File: src/core/shifter_pkg.sv
// Shared constants and carrier types for the eight-bit rotating shifter
`default_nettype none
package shifter_pkg;
   localparam int DATA_W = 8;
   localparam int AMT_W = 3;
   localparam int BUF_DEPTH = 2;
   localparam int SYNC_STAGES = 2;
   // Values after reset
   localparam logic [DATA_W-1:0] LATCH_RST = 8'h00;
   localparam logic [DATA_W-1:0] DRIVE_RST = 8'h00;
   localparam logic OE_RST = 1'b0;
   // Synchroniser reset levels: outputs released, inversion off, latch closed
   localparam logic [SYNC_STAGES-1:0] OEN_SYNC_RST = 2'h3;
   localparam logic [SYNC_STAGES-1:0] INV_SYNC_RST = 2'h0;
   localparam logic [SYNC_STAGES-1:0] OPEN_SYNC_RST = 2'h0;
   localparam logic [AMT_W-1:0] AMT_NONE = 3'h0;
   localparam logic [AMT_W-1:0] AMT_ONE = 3'h1;

   // One shift request: word and rotate count travel together
   typedef struct packed {
      logic [AMT_W-1:0] shift_amount;
      logic [DATA_W-1:0] data;
   } shift_req_s;

   // Output pin group
   typedef struct packed {
      logic [DATA_W-1:0] result;
      logic result_oe;
   } pin_out_s;
endpackage
`default_nettype wire

File: src/core/pair_buffer.sv
// Two-entry valid/ready buffer for the shifter's request path
`default_nettype none
module pair_buffer #(
   parameter int WIDTH = 11,
   parameter int DEPTH = 2
) (
   // Clock and reset
   input wire logic clock,
   input wire logic rstn,
   // Filling side
   input wire logic in_valid,
   output logic in_ready,
   input wire logic [WIDTH-1:0] in_data,
   // Draining side
   output logic out_valid,
   input wire logic out_ready,
   output logic [WIDTH-1:0] out_data
);
   // Elaboration check: the one-bit pointers only serve two entries
   if (DEPTH != 2 || WIDTH < 1)
   begin : g_bad_params
      $error("pair_buffer serves exactly two entries of positive width");
   end

   logic [WIDTH-1:0] mem_q [DEPTH];
   logic [WIDTH-1:0] mem_d [DEPTH];
   logic wr_ptr_q, wr_ptr_d, rd_ptr_q, rd_ptr_d;
   logic [1:0] count_q, count_d;
   logic push, pop;

   // Handshakes: full and empty come straight from the fill count
   assign in_ready = (count_q != 2'h2);
   assign out_valid = (count_q != 2'h0);
   assign out_data = mem_q[rd_ptr_q];
   assign push = in_valid && in_ready;
   assign pop = out_valid && out_ready;

   // Next pointers, count and storage
   always_comb
   begin
      mem_d = mem_q;
      wr_ptr_d = wr_ptr_q;
      rd_ptr_d = rd_ptr_q;
      count_d = count_q;
      if (push)
      begin
         mem_d[wr_ptr_q] = in_data;
         wr_ptr_d = ~wr_ptr_q;
      end
      if (pop)
         rd_ptr_d = ~rd_ptr_q;
      if (push && !pop)
         count_d = count_q + 2'h1;
      else if (pop && !push)
         count_d = count_q - 2'h1;
   end

   // Register stage
   always_ff @(posedge clock or negedge rstn)
   begin
      if (!rstn)
      begin
         mem_q <= '{default: '0};
         wr_ptr_q <= 1'b0;
         rd_ptr_q <= 1'b0;
         count_q <= 2'h0;
      end
      else
      begin
         mem_q <= mem_d;
         wr_ptr_q <= wr_ptr_d;
         rd_ptr_q <= rd_ptr_d;
         count_q <= count_d;
      end
   end

   AST_NO_OVERFLOW: assert property (@(posedge clock) disable iff (!rstn)
      !in_ready && !out_ready |=> !in_ready && $stable(out_data))
      else $error("full buffer lost its head word");
endmodule
`default_nettype wire

File: src/core/rotate_shifter.sv
// Eight-bit rotate-right shifter with output latch, inversion and one output enable
//
// Operation
// - The word is shifted toward the low end by the 1 to 7 places given as a binary count on shift_amount.
// - A shift_amount of zero passes the word unchanged, so data_in_msb lands on result_msb.
// - The eight result bits sit in a clocked register that loads each buffered word on a clock edge while open and holds while closed.
// - With invert_outputs high all result bits are complemented together, otherwise they are true.
// - With output_enable_n high all eight result pins are released, with it low they are driven.
`default_nettype none
module rotate_shifter
   import shifter_pkg::*;
(
   // Clock and reset
   input wire logic clock,
   input wire logic rstn,
   // Request stream
   input wire logic req_valid,
   output logic req_ready,
   input wire shifter_pkg::shift_req_s req,
   // Control pins, asynchronous to clock
   input wire logic latch_open,
   input wire logic invert_outputs,
   input wire logic output_enable_n,
   // Result pins
   output shifter_pkg::pin_out_s pins
);
   import shifter_pkg::*;

   // Rotate right: the doubled word makes vacated bits refill from the top
   function automatic logic [DATA_W-1:0] rotr(
      input logic [DATA_W-1:0] d,
      input logic [AMT_W-1:0] n
   );
      logic [2*DATA_W-1:0] t;
      t = {d, d} >> n;
      return t[DATA_W-1:0];
   endfunction

   // Buffered request stream
   logic head_valid;
   logic head_ready;
   shift_req_s head;

   pair_buffer #(
      .WIDTH($bits(shift_req_s)),
      .DEPTH(BUF_DEPTH)
   ) u_buf (
      .clock(clock),
      .rstn(rstn),
      .in_valid(req_valid),
      .in_ready(req_ready),
      .in_data(req),
      .out_valid(head_valid),
      .out_ready(head_ready),
      .out_data(head)
   );

   // Pin synchronisers: only the second stage is read by logic
   logic [SYNC_STAGES-1:0] oen_sync_q, oen_sync_d;
   logic [SYNC_STAGES-1:0] inv_sync_q, inv_sync_d;
   logic [SYNC_STAGES-1:0] open_sync_q, open_sync_d;
   logic oen_s, inv_s, open_s;

   always_comb
   begin
      oen_sync_d = {oen_sync_q[0], output_enable_n};
      inv_sync_d = {inv_sync_q[0], invert_outputs};
      open_sync_d = {open_sync_q[0], latch_open};
   end

   always_ff @(posedge clock or negedge rstn)
   begin
      if (!rstn)
      begin
         oen_sync_q <= OEN_SYNC_RST;
         inv_sync_q <= INV_SYNC_RST;
         open_sync_q <= OPEN_SYNC_RST;
      end
      else
      begin
         oen_sync_q <= oen_sync_d;
         inv_sync_q <= inv_sync_d;
         open_sync_q <= open_sync_d;
      end
   end

   assign oen_s = oen_sync_q[1];
   assign inv_s = inv_sync_q[1];
   assign open_s = open_sync_q[1];

   // A closed latch refuses words; the buffer then fills and stalls the source
   assign head_ready = open_s;
   logic pop;
   assign pop = head_valid && head_ready;

   // Latch stage: takes each rotated word while open, holds while closed
   logic [DATA_W-1:0] latch_q, latch_d;

   always_comb
   begin
      latch_d = latch_q;
      if (pop)
         latch_d = rotr(head.data, head.shift_amount);
   end

   always_ff @(posedge clock or negedge rstn)
   begin
      if (!rstn)
         latch_q <= LATCH_RST;
      else
         latch_q <= latch_d;
   end

   // Output stage: polarity and drive are registered so pins never glitch
   logic [DATA_W-1:0] drive_q, drive_d;
   logic oe_q, oe_d;

   always_comb
   begin
      drive_d = inv_s ? ~latch_q : latch_q;
      oe_d = ~oen_s;
   end

   always_ff @(posedge clock or negedge rstn)
   begin
      if (!rstn)
      begin
         drive_q <= DRIVE_RST;
         oe_q <= OE_RST;
      end
      else
      begin
         drive_q <= drive_d;
         oe_q <= oe_d;
      end
   end

   // One enable for all eight pins; the bench checks result_oe, no wire level is modelled
   assign pins = '{result: drive_q, result_oe: oe_q};

   AST_ROTATE: assert property (
      @(posedge clock) disable iff (!rstn)
      pop |=> latch_q == rotr($past(head.data), $past(head.shift_amount)))
      else $error("latch does not hold the rotated word");

   AST_SHIFT_ONE: assert property (
      @(posedge clock) disable iff (!rstn)
      pop && head.shift_amount == AMT_ONE |=>
         latch_q[DATA_W-2:0] == $past(head.data[DATA_W-1:1]))
      else $error("shift by one misplaces bits");

   AST_PASS_ZERO: assert property (
      @(posedge clock) disable iff (!rstn)
      pop && head.shift_amount == AMT_NONE |=> latch_q == $past(head.data))
      else $error("zero shift alters the word");

   AST_HOLD_CLOSED: assert property (
      @(posedge clock) disable iff (!rstn)
      !open_s |=> $stable(latch_q))
      else $error("closed latch changed");

   AST_STALL_CLOSED: assert property (
      @(posedge clock) disable iff (!rstn)
      !open_s && head_valid |=> head_valid && $stable(head))
      else $error("closed latch dropped a buffered word");

   AST_INVERT_ON: assert property (
      @(posedge clock) disable iff (!rstn)
      inv_s |=> drive_q == ~$past(latch_q))
      else $error("inverted result wrong");

   AST_INVERT_OFF: assert property (
      @(posedge clock) disable iff (!rstn)
      !inv_s |=> drive_q == $past(latch_q))
      else $error("true result wrong");

   // Raw pin held three edges reaches the pins; rstn is in the window
   // because the edge that releases reset loads nothing into the syncs
   AST_RELEASE: assert property (
      @(posedge clock) disable iff (!rstn)
      (rstn && output_enable_n) [*3] |=> !pins.result_oe)
      else $error("pins driven while disabled");

   AST_DRIVE: assert property (
      @(posedge clock) disable iff (!rstn)
      (rstn && !output_enable_n) [*3] |=> pins.result_oe)
      else $error("pins released while enabled");

   // Pins stay released on the first edge after reset is let go
   AST_RESET_OFF: assert property (
      @(posedge clock) disable iff (!rstn)
      !$past(rstn) |-> !pins.result_oe)
      else $error("pins driven straight out of reset");

   // Low result bit comes from the input bit picked by the count
   AST_LOW_BIT: assert property (
      @(posedge clock) disable iff (!rstn)
      pop |=> latch_q[0] == $past(head.data[head.shift_amount]))
      else $error("low result bit taken from the wrong input bit");

   // The bit that leaves the low end re-enters at the top
   AST_WRAP_ONE: assert property (
      @(posedge clock) disable iff (!rstn)
      pop && head.shift_amount == AMT_ONE |=>
         latch_q[DATA_W-1] == $past(head.data[0]))
      else $error("wrapped bit missing at the top");

   // Inversion pin held three edges complements every pin together
   AST_PIN_INVERT: assert property (
      @(posedge clock) disable iff (!rstn)
      (rstn && invert_outputs) [*3] |=> pins.result == ~$past(latch_q))
      else $error("pins not complemented while inversion held");

   // Inversion pin low for three edges gives the true latch value
   AST_PIN_TRUE: assert property (
      @(posedge clock) disable iff (!rstn)
      (rstn && !invert_outputs) [*3] |=> pins.result == $past(latch_q))
      else $error("pins not true while inversion off");

   // Latch pin low for three edges freezes the held word
   AST_PIN_CLOSED: assert property (
      @(posedge clock) disable iff (!rstn)
      (rstn && !latch_open) [*3] |=> $stable(latch_q))
      else $error("latch moved while its pin was closed");
endmodule
`default_nettype wire

File: config.mk
export PLATFORM = sky130hd
export DESIGN_NAME = rotate_shifter
export DESIGN_NICKNAME = d
export VERILOG_FILES = /design/src/core/shifter_pkg.sv /design/src/core/pair_buffer.sv /design/src/core/rotate_shifter.sv
export SDC_FILE = /design/constraint.sdc
export NUM_CORES = 1
export LEC_CHECK = 0
export ABC_AREA = 1
export BUFFER_PORTS_ARGS = -buffer_cell sky130_fd_sc_hd__buf_2
export CAP_MARGIN = 20
export CORE_MARGIN = 1.5
export CORE_UTILIZATION = 45
export CTS_BUF_LIST = sky130_fd_sc_hd__clkbuf_2
export CTS_CLUSTER_SIZE = 20
export DETAILED_ROUTE_END_ITERATION = 6
export PLACE_DENSITY = 0.69
export SLEW_MARGIN = 20
export SYNTH_ARGS = -nofsm -noshare
export SYNTH_HDL_FRONTEND = slang
export SYNTH_SLANG_ARGS = --single-unit
File: constraint.sdc
create_clock -name clock -period 1.6 [get_ports clock]
set_input_delay 0.24 -clock clock [delete_from_list [all_inputs] [get_ports clock]]
set_output_delay 0.24 -clock clock [all_outputs]
set_load 0.01 [all_outputs]
==> impl_results.md, run 1 <==
- CTS clk-pin slew, worst paths: 0.23 ns
- Clock Tree Root: clkbuf_2
- Clock share of power: 0.088
- Tot GR Track Use: 0.156
- Die Span Y: 75.3 um
- Largest net degree at the start of global routing: 50
- RSZ-0062 raised after global routing: no
- Sequential share of the synthesized area: 0.523
- Crit path DAT: ~1.8 ns
- Peak VDD IR: 0.000881 V
- Finished Layout Cells: approximately 370
- Seq. cell area: 1230 um2
- Cts bufs inserted: 5
- Relative slew slack: 0.743
- Number of synthesized flops with an enable pin: 0
- Post-synthesis mux area share: 0
- WL final: between 3 and 4 mm
- Antenna cells: 0
- TNS Setup: 0 ns
- Yosys warnings: 0
- Vias in the first global route: 1616
- Yosys reg bits: 49
- DRC Markers: 0
- CP Capture Type: flip-flop
- Worst Clk Skew: 0.00950 ns
- Xor/xnor share of the synthesized area: 0.0410
- Die width: approximately 75 um
- P_leak: around 1.4 nW
- Wire per inst: between 10 and 15 um
- Worst-Skew Late Latency: roughly 0.40 ns
- Post-Synthesis Cells: approximately 270
- Critical path launch point type: flip-flop
- Final-stage net count: 320
- Netlist cell types: 22
- Post-Synth Adder-Cell Area: 0.00532
- Number of fill cells: 502
- Sw Ratio: 0.446
- Post-Syn Area: ~2400 um2
- Max-slew violations: 0
- CTS H-tree lvls: 2
- Final GP Congestion: approximately 0.84
- Simple-gate area share of the yosys netlist: 0.257
- Placed cells: approximately 360
- Global-route wire length before repair: just under 7 mm
- Largest family of logic cells by synthesized area: simple AND/OR/NAND/NOR gates
- Area of the multi-input gates: slightly above 900 um2
- Critical Path RT: approximately 1.9 ns
- Sequential Power Share: 0.374
- Fraction of layout instances using a drive strength above 1: 0.248
- Final Cycle Share: 0.925
- Core area: around 5000 um2
- Worst slew pin tran: ~0.39 ns
- Syn avg cell area: between 8 and 9 um2
- Setup violators final: 0
- Top FF cell, synth: dfrtp_1
- Post-route minimum period: between 1 and 1.5 ns
- NetSw: between 2 and 2.5 mW
- Grt ovf: 0
- Fmax: 0.676 GHz
- Fraction of registers with async set/reset: 1.00
- Ports: 27
- Initial DRC Count: 93
- Die area: 5670 um2
- Final Util: 0.525
- Sink Count: between 40 and 50
- Initial antenna violation count: 0
- CTS tree: yes
- PwrDens: 2090 nW/um2
- Max FO, Critical Path: 3
- Maxcap violations: 0
- Post-DR vias/cell: between 4 and 5
- PortBufs: 26
- Comb power frac: 0.538
- Critical path class: flip-flop to flip-flop
- Post-DP HPWL: approximately 2.8 mm
- Pint: just over 3 mW
- Via count: 1719
- Post-CTS repair timing setup buffer count: 0
- Largest buffer count on any clock path: 2
- Status: complete, no violations
- Starting Density: 0.463
- Synthesized Nets: ~290
- Synth Area in Compound Gates: 0.0814
- Area added between synthesis and finish: 13.3%
- Worst hold path class: input port to flip-flop
- Final hold vios: 0
- Row count: 26
- Initial DRT Pass Iterations: 4
- ANT nets after route: 0
==> cells by family (layout without fill, tap and decap cells) <==
kind of cell	Yosys count	after routing
compound gates	27	27
xor+xnor	11	11
fa+ha+maj	1	1
buf+inv	47	83
flops	49	49
simple gates	132	132
==> placed cells by master (no fill, tap or decap), types with 4 or more instances in the layout <==
master | Yosys | final
dlygate4sd3_1 | 0 | 4
xor2_1 | 9 | 9
o21ai_0 | 13 | 13
dfrtp_1 | 47 | 46
nand2_1 | 78 | 77
buf_2 | 4 | 26
inv_1 | 33 | 33
clkbuf_2 | 0 | 7
o21ai_2 | 12 | 12
nand2_2 | 9 | 10
nand3_1 | 40 | 40
buf_4 | 1 | 6
==> synthesized netlist by cell type (2+ instances only) <==
cell / n / area [um2]
nand2_4: 2 / 22.5
buf_2: 4 / 20.0
xnor2_1: 2 / 17.5
inv_2: 3 / 11.3
or2_1: 2 / 12.5
o21ai_2: 12 / 105
nand2_2: 9 / 56.3
buf_6: 4 / 45.0
inv_1: 33 / 124
o21ai_0: 13 / 65.1
xor2_1: 9 / 78.8
dfstp_2: 2 / 52.6
nand3_1: 40 / 200
nand2_1: 78 / 293
dfrtp_1: 47 / 1180
==> power by group through the flow <==
stage	Sequential (mW)	Clock, mW	Combinational, mW
2_1_floorplan	2.10	0	2.35
3_3_place_gp	2.09	0	2.93
3_5_place_dp	2.11	0	2.98
4_1_cts	2.08	0.519	3.00
5_1_grt	2.16	0.553	3.46
6_report	2.08	0.490	2.99
==> metal layers <==
layer | wire, um | GRT usage
met1 | 1830 | 0.197
met5 | 0 | 0
met4 | 29 | 0.0536
met2 | 1810 | 0.259
met3 | 147 | 0.0428
==> metrics by stage <==
| step | area (um2) | total power [mW] | hold WS (ns) | setup slack (ns) |
|---|---|---|---|---|
| after global routing | 2660 | 6.17 | 0.00820 | 0.000774 |
| after detailed placement | 2580 | 5.09 | 0.249 | 0.141 |
| final | 2660 | 5.56 | 0.0532 | 0.121 |
| after global placement | 2580 | 5.03 | 0.248 | 0.170 |
| after floorplan | 2350 | 4.45 | -0.0556 | 0.0934 |
| after CTS | 2660 | 5.60 | 0.0190 | 0.115 |
==> path summary, 6_finish.rpt <==
path,startpoint,to,slack [ns],cells after the start
setup / recovery,u_buf.count_q[0],u_buf.count_q[1],0.12,8
hold / removal,req[3],u_buf.mem_q[14],0.05,3
setup reg to reg,u_buf.count_q[0],u_buf.count_q[1],0.12,8
hold reg to reg,oen_sync_q[0],oen_sync_q[1],0.37,0
max in group asynchronous,rstn,oen_sync_q[1],1.02,3
min in group asynchronous,rstn,u_buf.mem_q[2],0.31,3
==> state kept, by name, summed over array words and instances (netlist names) <==
register and count:
u_buf.mem_q 22, drive_q 8, latch_q 8, inv_sync_q 2
oen_sync_q 2, open_sync_q 2, u_buf.count_q 2, oe_q 1
u_buf.rd_ptr_q 1, u_buf.wr_ptr_q 1
==> what timing repair did <==
action	CTS	global route
hold buffers	4	0
setup endpoints to repair	0	5
hold endpoints to repair	50	0
resized for setup	0	2
==> critical path, cell delays in order (launching register included) <==
cell,delay [ns]
dfrtp_1,0.47
inv_2,0.08
nand2_2,0.05
nand2_1,0.09
inv_1,0.06
ha_1,0.31
a21oi_1,0.12
o21ai_0,0.11
xnor2_1,0.13
==> area by class of cell <==
| cell class | instances | area share |
|---|---|---|
| inverters | 37 | 0.0531 |
| flip-flops and latches | 49 | 0.462 |
| clock buffers | 7 | 0.0132 |
| clock inverters | 1 | 0.00282 |
| well taps | 70 | 0.0329 |
| repair buffers | 38 | 0.0958 |
| multi-input cells | 171 | 0.341 |
Note: power is estimated with default switching activity, not from simulation.
==> run 2, diff against run 1 <==
MAX_ROUTING_LAYER = met4   (was unset)
==> impl_results.md, run 2 (synthesized netlist as in run 1, its figures left out) <==
- PortBufs: 26
- Post-DP Area: roughly 2600 um2
- Initial DRT Pass Iterations: 5
- Crit-path max cell delay: 0.47 ns
- Worst path cell trace: inv_2, nand2_2, nand2_1, inv_1, ha_1, a21oi_1, o21ai_0, xnor2_1
- Final-stage net count: 320
- Final Cycle Share: 0.925
- Final Util: 0.525
- Post-route minimum period: between 1 and 1.5 ns
- DRC Markers: 0
- Fmax: slightly below 0.7 GHz
- RSZ-0062 raised after global routing: no
- Most common cell after layout, fill and taps aside: nand2_1
- Critical path startpoint: u_buf.count_q[0]
- Worst R2R Path Depth: 8
- Final instance area: 2660 um2
- Final hold vios: 0
- Max FO, Critical Path: 3
- Largest net degree at the start of global routing: 50
- Slowest cell on the critical path: dfrtp_1
- ANT nets after route: 0
- Die Span Y: between 70 and 80 um
- Ports: 27
- Initial antenna violation count: 0
- CTS H-tree lvls: 2
- Die width: between 70 and 80 um
- Hold WS: around 0.043 ns
- Sink Count: between 40 and 50
- Vias in the first global route: around 1600
- Worst-Skew Late Latency: approximately 0.41 ns
- WL final: between 3 and 4 mm
- Pwr Total: 5.57 mW
- Critical Path RT: slightly below 2 ns
- P_leak: approximately 1.4 nW
- Row count: 26
- Most frequent cells in the layout: nand2_1, dfrtp_1, nand3_1
- Grt ovf: 0
- PwrDens: around 2100 nW/um2
- Initial DRC Count: between 80 and 90
- Crit path DAT: between 1.5 and 2 ns
- Setup violators final: 0
- TNS Setup: 0 ns
- CTS tree: yes
- Number of fill cells: roughly 500
- Reg2reg start: u_buf.count_q[0]
- Reg with most FFs: u_buf.mem_q
- Largest buffer count on any clock path: 2
- Antenna cells: 0
- Final GP Congestion: about 0.85
- Tot GR Track Use: 0.162
- Peak VDD IR: ~0.00088 V
- Crit path capture: u_buf.count_q[1]
- Fraction of layout instances using a drive strength above 1: 0.248
- Worst hold path class: input port to flip-flop
- Largest register FFs: 22
- Via count: approximately 1700
- CTS clk-pin slew, worst paths: approximately 0.23 ns
- Worst Clk Skew: ~0.011 ns
- Clock Tree Root: clkbuf_2
- Cts bufs inserted: 5
- R2R Setup Slk: approximately 0.12 ns
- Status: complete, no violations
- Critical path launch point type: flip-flop
- Regs by FF count: u_buf.mem_q x22, drive_q x8, latch_q x8
- Post-DP HPWL: between 2 and 3 mm
- Die area: about 5700 um2
- Global-route wire length before repair: around 6.8 mm
- Max-slew violations: 0
- CP Capture Type: flip-flop
- R2R Path End: u_buf.count_q[1]
- Relative slew slack: 0.743
- Critical path class: flip-flop to flip-flop
- Core area: between 5000 and 6000 um2
- Area of the multi-input gates: around 910 um2
- Starting Density: 0.463
- Area added between synthesis and finish: 13.3%
- Worst slew pin tran: between 0.3 and 0.4 ns
- Seq. cell area: about 1200 um2
- Post-DR vias/cell: around 4.6
- Wire per inst: ~10 um
- Maxcap violations: 0
-- run 2: cell counts in the layout (fill, tap and decap cells not counted) --
Identical to the previous run, type by type.
-- run 2: worst min path at each step --
stage / from / endpoint / slack, ns / depth (start not counted)
6_report: req[3] / u_buf.mem_q[14] / 0.04 / 3
4_1_cts: req[3] / u_buf.mem_q[14] / 0.02 / 3
2_1_floorplan: rstn / drive_q[0] / -0.06 / 0
3_3_place_gp: rstn / drive_q[4] / 0.25 / 2
3_5_place_dp: rstn / latch_q[4] / 0.25 / 2
5_1_grt: req[3] / u_buf.mem_q[14] / 0.0008 / 3
-- run 2: power by group --
group,leakage [nW],switching (mW),internal [mW]
logic,0.785,1.81,1.19
registers,0.590,0.305,1.77
clock network,0.0292,0.373,0.121
total,1.40,2.49,3.08
-- run 2: area by class of cell --
class	instances	area share
clock buffers	7	0.0132
well taps	70	0.0329
inverters	37	0.0531
clock inverters	1	0.00282
flip-flops and latches	49	0.462
multi-input cells	171	0.341
repair buffers	38	0.0958
-- run 2: worst max-delay path: cells and delay by family (launching register included) --
kind / cells / cell delay (ns)
flops: 1 / 0.47
fa+ha+maj: 1 / 0.31
compound gates: 2 / 0.23
buf+inv: 2 / 0.14
simple gates: 2 / 0.14
xor+xnor: 1 / 0.13
-- run 2: routing by layer --
| layer | track usage | part of all wire | up-vias |
|---|---|---|---|
| met2 | 0.259 | 0.47 | 32 |
| met4 | 0.0536 | 0.0093 | 0 |
| met5 | - | 0 | - |
| li1 | - | - | 900 |
| met1 | 0.197 | 0.48 | 775 |
| met3 | 0.0469 | 0.038 | 4 |
-- run 2: timing repair --
| action | 4_1_cts | 5_1_grt |
|---|---|---|
| hold endpoints to repair | 50 | 0 |
| buffers inserted | 0 | 0 |
| gates resized for setup | 0 | 2 |
| hold buffers | 4 | 0 |
| setup endpoints to repair | 0 | 5 |
-- run 2: stage by stage --
stage / setup slack [ns] / cells
after floorplan: 0.0934 / 267
after global placement: 0.170 / 361
after detailed placement: 0.141 / 361
after CTS: 0.115 / 373
after global routing: 0.000773 / 373
final: 0.120 / 373
